==> src/ssr_pkg.sv <==
// ssr_pkg: constants and types for the serial result readout block.
// assumes one 40 MHz system clock; frame pins are sampled on that clock.
package ssr_pkg;
    localparam int RES_BITS = 12;
    localparam int LEAD_ZEROS = 4;
    localparam int FRAME_BITS = 16;
    localparam logic [4:0] CNT_MSB = 5'h04;
    localparam logic [4:0] CNT_END = 5'h10;
    localparam logic [3:0] FRAME_LAST = 4'hF;
    localparam logic [11:0] TRIAL_MSB = 12'h0800;
    localparam logic [11:0] CODE_ZERO = 12'h0000;
    localparam logic [3:0] LEAD_CODE = 4'h0;

    typedef enum logic [0:0] {
        SSR_IDLE = 1'b0,
        SSR_FRAME = 1'b1
    } ssr_state_t;

    // successive-approximation working set
    typedef struct packed {
        logic [11:0] sar;
        logic [11:0] mask;
        logic [11:0] trial;
    } ssr_sar_t;

    // offset-binary sar word to twos complement
    function automatic logic [11:0] ssr_twos(input logic [11:0] code);
        ssr_twos = {~code[11], code[10:0]};
    endfunction
endpackage

==> src/ssr_readout.sv <==
// ssr_readout: select-framed conversion control and serial result shifter.
// assumes cs_n and sclk are synchronous to clk and comp_in answers the
// current dac_trial within one clk cycle.
// Functional notes
// select going low starts a conversion and holds the sampled input
// select low frames the transfer; output driven only while framed
// serial output advances one bit on each serial clock falling edge
// frame is four zeros, then twelve result bits, most significant first
// result is twos complement of the signed differential input
// each serial clock falling edge steps the successive approximation; the code steps only on the first twelve edges
// zero input sits between all-ones and all-zeros codes
// most positive code 0111..1, most negative code 1000..0
// host gives at least sixteen falling edges, then raises select
`timescale 1ns/1ps
module ssr_readout
    import ssr_pkg::*;
(
    input wire logic clk,
    input wire logic rst,
    input wire logic cs_n,
    input wire logic sclk,
    input wire logic comp_in,
    output logic serial_result_out,
    output logic serial_result_oe_n,
    output logic track_hold,
    output logic [11:0] dac_trial,
    output logic [11:0] result,
    output logic conv_done
);
    ssr_state_t state_reg, state_next;
    ssr_sar_t sar_reg, sar_next;
    logic cs_q_reg, cs_q_next;
    logic sclk_q_reg, sclk_q_next;
    logic [4:0] cnt_reg, cnt_next;
    logic out_reg, out_next;
    logic oe_n_reg, oe_n_next;
    logic hold_reg, hold_next;
    logic [11:0] result_reg, result_next;
    logic done_reg, done_next;
    logic cs_fall;
    logic sclk_fall;
    logic [15:0] frame_word;

    // edge detection; pins are already synchronous so no extra stages
    assign cs_fall = cs_q_reg & ~cs_n;
    assign sclk_fall = sclk_q_reg & ~sclk;

    // next-state logic for the whole frame
    always_comb begin
        state_next = state_reg;
        sar_next = sar_reg;
        cnt_next = cnt_reg;
        out_next = 1'b0;
        hold_next = hold_reg;
        result_next = result_reg;
        done_next = 1'b0;
        cs_q_next = cs_n;
        sclk_q_next = sclk;
        // frame gating
        oe_n_next = cs_n;
        frame_word = {LEAD_CODE, ssr_twos(sar_reg.sar)};
        case (state_reg)
            SSR_IDLE: begin
                hold_next = 1'b0;
                // conversion start
                if (cs_fall) begin
                    state_next = SSR_FRAME;
                    hold_next = 1'b1;
                    sar_next.sar = CODE_ZERO;
                    sar_next.mask = TRIAL_MSB;
                    sar_next.trial = TRIAL_MSB;
                    cnt_next = 5'h00;
                end
            end
            SSR_FRAME: begin
                if (cs_n) begin
                    // select raised early aborts the frame; track again
                    state_next = SSR_IDLE;
                    hold_next = 1'b0;
                end else begin
                    // one sar step per falling edge until the mask is empty (first twelve edges)
                    if (sclk_fall && sar_reg.mask != CODE_ZERO) begin
                        sar_next.sar = comp_in ? (sar_reg.sar | sar_reg.mask) : sar_reg.sar;
                        sar_next.mask = sar_reg.mask >> 1;
                        sar_next.trial = sar_next.sar | sar_next.mask;
                        if (sar_next.mask == CODE_ZERO) begin
                            // twos complement result
                            result_next = ssr_twos(sar_next.sar);
                            done_next = 1'b1;
                            hold_next = 1'b0;
                        end
                    end
                    // advance on falling edge, saturating after the frame
                    if (sclk_fall && cnt_reg != CNT_END) begin
                        cnt_next = cnt_reg + 5'h01;
                    end
                    // leading zeros then msb first
                    frame_word = {LEAD_CODE, ssr_twos(sar_next.sar)};
                    if (cnt_next != CNT_END) begin
                        out_next = frame_word[FRAME_LAST - cnt_next[3:0]];
                    end
                end
            end
            default: begin
                state_next = SSR_IDLE;
            end
        endcase
    end

    // register stage; everything resets to the idle, undriven frame
    always_ff @(posedge clk) begin
        if (rst) begin
            state_reg <= SSR_IDLE;
            sar_reg <= '0;
            cnt_reg <= 5'h00;
            out_reg <= 1'b0;
            oe_n_reg <= 1'b1;
            hold_reg <= 1'b0;
            result_reg <= 12'h0000;
            done_reg <= 1'b0;
            cs_q_reg <= 1'b1;
            sclk_q_reg <= 1'b0;
        end else begin
            state_reg <= state_next;
            sar_reg <= sar_next;
            cnt_reg <= cnt_next;
            out_reg <= out_next;
            oe_n_reg <= oe_n_next;
            hold_reg <= hold_next;
            result_reg <= result_next;
            done_reg <= done_next;
            cs_q_reg <= cs_q_next;
            sclk_q_reg <= sclk_q_next;
        end
    end

    assign serial_result_out = out_reg;
    assign serial_result_oe_n = oe_n_reg;
    assign track_hold = hold_reg;
    assign dac_trial = sar_reg.trial;
    assign result = result_reg;
    assign conv_done = done_reg;
endmodule

==> config.mk <==
export PLATFORM = sky130hd
export DESIGN_NAME = ssr_readout
export DESIGN_NICKNAME = d
export VERILOG_FILES = /design/src/ssr_pkg.sv /design/src/ssr_readout.sv
export SDC_FILE = /design/constraint.sdc
export NUM_CORES = 1
export LEC_CHECK = 0
export ABC_AREA = 1
export BUFFER_PORTS_ARGS = -buffer_cell sky130_fd_sc_hd__buf_2
export CAP_MARGIN = 40
export CORE_MARGIN = 4
export CORE_UTILIZATION = 27
export DETAILED_ROUTE_END_ITERATION = 12
export HOLD_SLACK_MARGIN = 0.08
export SLEW_MARGIN = 20
export SYNTH_ARGS = -nofsm -noshare
export SYNTH_HDL_FRONTEND = slang
export SYNTH_SLANG_ARGS = --single-unit
export TNS_END_PERCENT = 30
==> constraint.sdc <==
create_clock -name clk -period 3.7 [get_ports clk]
set_clock_uncertainty 0.1 [all_clocks]
set_input_delay 0.74 -clock clk [delete_from_list [all_inputs] [get_ports clk]]
set_output_delay 0.74 -clock clk [all_outputs]
set_load 0.005 [all_outputs]
# Yosys cells after proc, flatten, opt, wreduce, memory -nomap -nowiden
# Index checks and enable logic that the tools add are counted.
[word_totals]
word_cells = 65
reg_bits = 59
input_bits = 5
[op_classes]
magnitude_cmp = 1
n_addsub = 2
bitwise = 11
eq_ne = 7
muxes = 23
n_reduce_logical = 10
[ops]
columns = ["op", "n"]
rows = [
  ["$mux 36", 5],
  ["$pmux 36 s2", 1],
  ["$mux 5", 5],
  ["$logic_not 12->1", 1],
  ["$mux 12", 1],
  ["$or 12x11->12", 1],
  ["$or 12x12->12", 1],
  ["$reduce_bool 12->1", 1],
  ["$ne 5x5->1 const B", 2],
  ["$pmux 5 s2", 1],
  ["$reduce_or 4->1", 2],
  ["$mux 1", 7],
  ["$not 1->1", 7],
  ["$ne 3x2->1 const B", 2],
  ["$add 5x1->5 const B", 1],
  ["$lt 4x5->1 const B", 1],
  ["$bmux 1 s4", 1],
  ["$ne 2x2->1 const B", 2],
  ["$pmux 1 s2", 2],
  ["$reduce_and 2->1", 2],
  ["$reduce_and 4->1", 1],
  ["$sub 4x4->4 const A", 1],
  ["$reduce_and 3->1", 1],
  ["$and 1x1->1", 2],
  ["other kinds (2)", 3],
]

# Logic depth before layout (Yosys ltp)
[logic_depth]
word_depth = 9
ltp_mapped = 16
depth_no_buf = 16

# Worst setup path after synthesis
# No wires, ideal clock.
[synth_path]
kind = "input-to-reg"
start = "input port sclk"
end = "register out_reg (netlist: serial_result_out)"
path_stages = 12
setup_slack_ns = 1.861
t_arrival_ns = 1.624
setup_time_ns = 0.115
t_required_ns = 3.485
n_path_buf = 0
cell_sequence = "nor2_8 nand2_2 nand2_1 nand2_2 nor2_1 nand2_1 nand2_1 inv_1 nand2_1 nand2_1 nand2_1 nor2_1"
[synth_via]
elab_chain_cells = 9
[synth_lines]
columns = ["item", "line", "source"]
rows = [
  ["start: declaration", "ssr_readout.sv:21", "input wire logic sclk,"],
  ["$not 1->1 (*)", "ssr_readout.sv:46", "assign sclk_fall = sclk_q_reg & ~sclk;"],
  ["$and 1x1->1 (*)", "ssr_readout.sv:46", ""],
  ["$logic_and 1x1->1, on equally long branches", "ssr_readout.sv:94, ssr_readout.sv:82", ""],
  ["$mux 5 / $mux 36 (equally long branches)", "ssr_readout.sv:94, ssr_readout.sv:82", ""],
  ["$mux 5 / $mux 36 (equally long branches)", "ssr_readout.sv:76", "if (cs_n) begin"],
  ["$mux 5 / $mux 36 (equally long branches)", "ssr_readout.sv:62", "case (state_reg)"],
  ["$sub 4x4->4, or another cell as far along", "ssr_readout.sv:100", "out_next = frame_word[FRAME_LAST - cnt_next[3:0]];"],
  ["$bmux 1 s4 / $not 1->1 (equally long branches)", "-", ""],
  ["$mux 1 (implied by the code) / $reduce_or 4->1 (equally long branches)", "-", ""],
  ["end signal: assignment", "ssr_readout.sv:127", "out_reg <= out_next;"],
  ["end: declaration", "ssr_readout.sv:35", "logic out_reg, out_next;"],
]
# Every way passes the cells marked *; elsewhere a longest branch is shown, timed or not. The select of a mux whose other input is x is not followed.
# A chain may end at the register's enable or synchronous reset.

# Worst setup path in the final report
[layout_path]
start = "register cnt_reg[0]"
end = "register out_reg (netlist: serial_result_out)"
[layout_via]
elab_chain_cells = 8
[layout_lines]
columns = ["item", "line", "source"]
rows = [
  ["start: declaration", "ssr_readout.sv:34", "logic [4:0] cnt_reg, cnt_next;"],
  ["start signal: assignment", "ssr_readout.sv:126", "cnt_reg <= cnt_next;"],
  ["parallel branches: the longest is 2 deep, another holds $add 5x1->5", "-", ""],
  ["$mux 5 (*)", "ssr_readout.sv:94", "if (sclk_fall && cnt_reg != CNT_END) begin"],
  ["$mux 5 (*)", "ssr_readout.sv:76", ""],
  ["$mux 5 (*)", "ssr_readout.sv:62", ""],
  ["$sub 4x4->4 / $ne 5x5->1 (equally long branches)", "ssr_readout.sv:100, ssr_readout.sv:99", ""],
  ["$bmux 1 s4 / $not 1->1 (equally long branches)", "-", ""],
  ["$mux 1 (implied by the code) / $reduce_or 4->1 (equally long branches)", "-", ""],
]
# Every way passes the cells marked *. The select of a mux whose other input is x is not followed.

==> reports/results.txt <==
clock-pin slew on the worst setup and hold paths = 0.07 ns
Crit path required time = 3.88 ns
Seq cells post-synth = 59
sequential cell area fraction in the yosys report = 0.413
syn_area_per_cell = 7.45 um^2
GP Congestion = 0.842
total power = 0.00126 W
via count = 2,571
synth top area cells = dfxtp_1, nand2_1, a21oi_1
Hold Path Class = reg2reg
post-cts resize count = 0
global route overflow = 0
Peak VDD IR = 0.219 mV
share of the synthesized area in the top cell type = 0.413
Setup TNS = 0 ns
number of top-level pins = 33
DRC = 0
Pre-antenna DRT Iters = 4
total CTS buffers = 9
worst skew pair latency = 0.35 ns
routed length per instance = 13.6 um
unrepaired setup endpoints after global routing = no
CP Class = reg2reg
pin count of the biggest net entering global routing = 33
diode count = 0
Core Area = 10,300 um^2
hold_buf cts = 0
die width = 111 um
GRT Total Usage = 0.124
Initial DRC Count = 164
Synth Cell Area = 2860 um^2
total of warnings raised by yosys = 0
largest fanout on the critical path = 7
Worst slew margin = 0.561
critical path startpoint category = flop
Crit. End Element = flop
Max-cap violations = 0
fin. max-slew vios = 0
Detailed Route WL = 7370 um
H-tree depth = 3
Slew @ Worst Pin = 0.659 ns
clock buffer depth = 2
Final nets = 409
first-pass GRT wire length = 12,600 um
initial antenna violation count = 0
IO buf count = 32
Distinct cells, synth = 33
Die Y = 111 um
vias in the first global route = 2,372
Area growth syn-to-layout = 12.0%
Die Footprint = 12,300 um^2
CTS Sinks = 59
status = complete, no violations
Final HPWL DP = 5200 um
Synth Net Count = 391
row count = 37
max reg flops = 24
root buf cell = clkbuf_8
Setup Fix Bufs, Post-CTS = 0
Final setup viols = 0
share of cells above drive strength 1 = 0.174
pwr/cell area = 394 nW/um^2
Starting Density = 0.277
Final Cycle Share = 0.578
FMAX = 468 MHz
vias per inst = 4.73
Leak Pwr = 1.37 nW
fin crit period = 2.14 ns
CTS tree = done
Final Hold Vio Count = 0
leading area contributor after synthesis = dfxtp_1
worst path arrival time = 2.31 ns
cells after synthesis = 384
post-route ant nets = 0
==> stage by stage <==
stage / worst slack, ns / area [um^2] / hold WS, ns / cells / util
final: 1.56 / 3200 / 0.361 / 543 / 0.310
after global routing: 1.32 / 3200 / 0.391 / 543 / 0.310
after CTS: 1.55 / 3200 / 0.365 / 542 / 0.310
after detailed placement: 1.19 / 3030 / 0.354 / 526 / 0.293
after global placement: 1.20 / 3030 / 0.347 / 526 / 0.293
after floorplan: 1.86 / 2860 / 0.336 / 384 / -
==> final cells by class <==
cell class                 instances  area (um^2)
clock buffer                       9          124
tap                              136          170
sequential                        59         1180
inverter                          42          168
multi-input combinational        256         1340
clock inverter                     7         45.0
fill                            1146         7120
timing repair buffer              34          175
==> path summary, 6_finish.rpt <==
kind | cells after the start | to | slack [ns] | from
worst min register to register | 2 | dac_trial[2]$_SDFFE_PP0P_ | 0.36 | dac_trial[2]$_SDFFE_PP0P_
worst max register to register | 15 | serial_result_out$_SDFF_PP0_ | 1.56 | cnt_reg[0]$_SDFFE_PP0P_
worst min-delay path | 2 | dac_trial[2]$_SDFFE_PP0P_ | 0.36 | dac_trial[2]$_SDFFE_PP0P_
worst max-delay path | 15 | serial_result_out$_SDFF_PP0_ | 1.56 | cnt_reg[0]$_SDFFE_PP0P_
==> per-layer routing <==
| layer | global-route usage | routed length, um |
|---|---|---|
| met1 | 0.175 | 3640 |
| met2 | 0.183 | 3210 |
| met3 | 0.0349 | 441 |
| met4 | 0.0419 | 82 |
| met5 | 0 | 0 |
==> cells in the mapped netlist (all sizes together) <==
| master | number |
|---|---|
| nand3b | 6 |
| nor3 | 2 |
| o211ai | 1 |
| o31ai | 3 |
| a21oi | 36 |
| dfxtp | 59 |
| inv | 42 |
| ha | 2 |
| clkbuf | 7 |
| nor2 | 30 |
| a211oi | 3 |
| o21a | 1 |
| xor2 | 1 |
| nor4 | 1 |
| nand3 | 23 |
| nand4 | 6 |
| a31oi | 20 |
| o21ai | 27 |
| nand2 | 94 |
| buf | 20 |
==> logic make-up (layout without fill, tap and decap cells) <==
family	count (synthesis)	count (layout)	synth area share
and+or+nand+nor	162	162	0.279
AOI/OAI and AO/OA	91	91	0.178
buffers and inverters	69	92	0.119
DFF	59	59	0.413
adders and majority gates	2	2	0.00875
xor gates and xnor gates	1	1	0.00306
==> layout by cell type (no fill, tap or decap), types with 2 or more instances in the layout <==
master | synthesis | routed
a211oi_1 | 3 | 3
a21oi_1 | 34 | 34
a21oi_2 | 2 | 2
a31oi_1 | 20 | 20
buf_2 | 5 | 32
buf_4 | 14 | 2
clkbuf_8 | 0 | 9
clkinv_2 | 0 | 3
clkinvlp_4 | 0 | 4
dfxtp_1 | 59 | 59
ha_1 | 2 | 2
inv_1 | 39 | 39
nand2_1 | 85 | 85
nand2_2 | 5 | 5
nand2_8 | 3 | 3
nand3_1 | 23 | 23
nand3b_1 | 6 | 6
nand4_1 | 6 | 6
nor2_1 | 23 | 23
nor2_2 | 4 | 4
nor2_8 | 2 | 2
nor3_1 | 2 | 2
o21ai_0 | 23 | 23
o21ai_1 | 4 | 4
o31ai_1 | 3 | 3
==> power breakdown <==
| group | internal [W] | leakage (nW) | switching, W | total [W] |
|---|---|---|---|---|
| combinational | 0.0000270 | 0.817 | 0.0000773 | 0.000104 |
| clock | 0.000238 | 0.0770 | 0.000272 | 0.000510 |
| sequential | 0.000644 | 0.477 | 0.00000554 | 0.000649 |
==> critical path, stage by stage, from the launching register on <==
cell and delay (ns):
dfxtp_1 0.45, inv_1 0.11, ha_1 0.20, inv_1 0.06, nor2_1 0.04, nand2_2 0.12
nand2_2 0.10, nand2_1 0.08, nand2_1 0.13, nor2_1 0.24, nand2_1 0.08, nand3_1 0.07
nor2_1 0.05, nor2_1 0.08, nand2_1 0.05, nor2_1 0.11
Note: power is estimated with default switching activity, not from simulation.
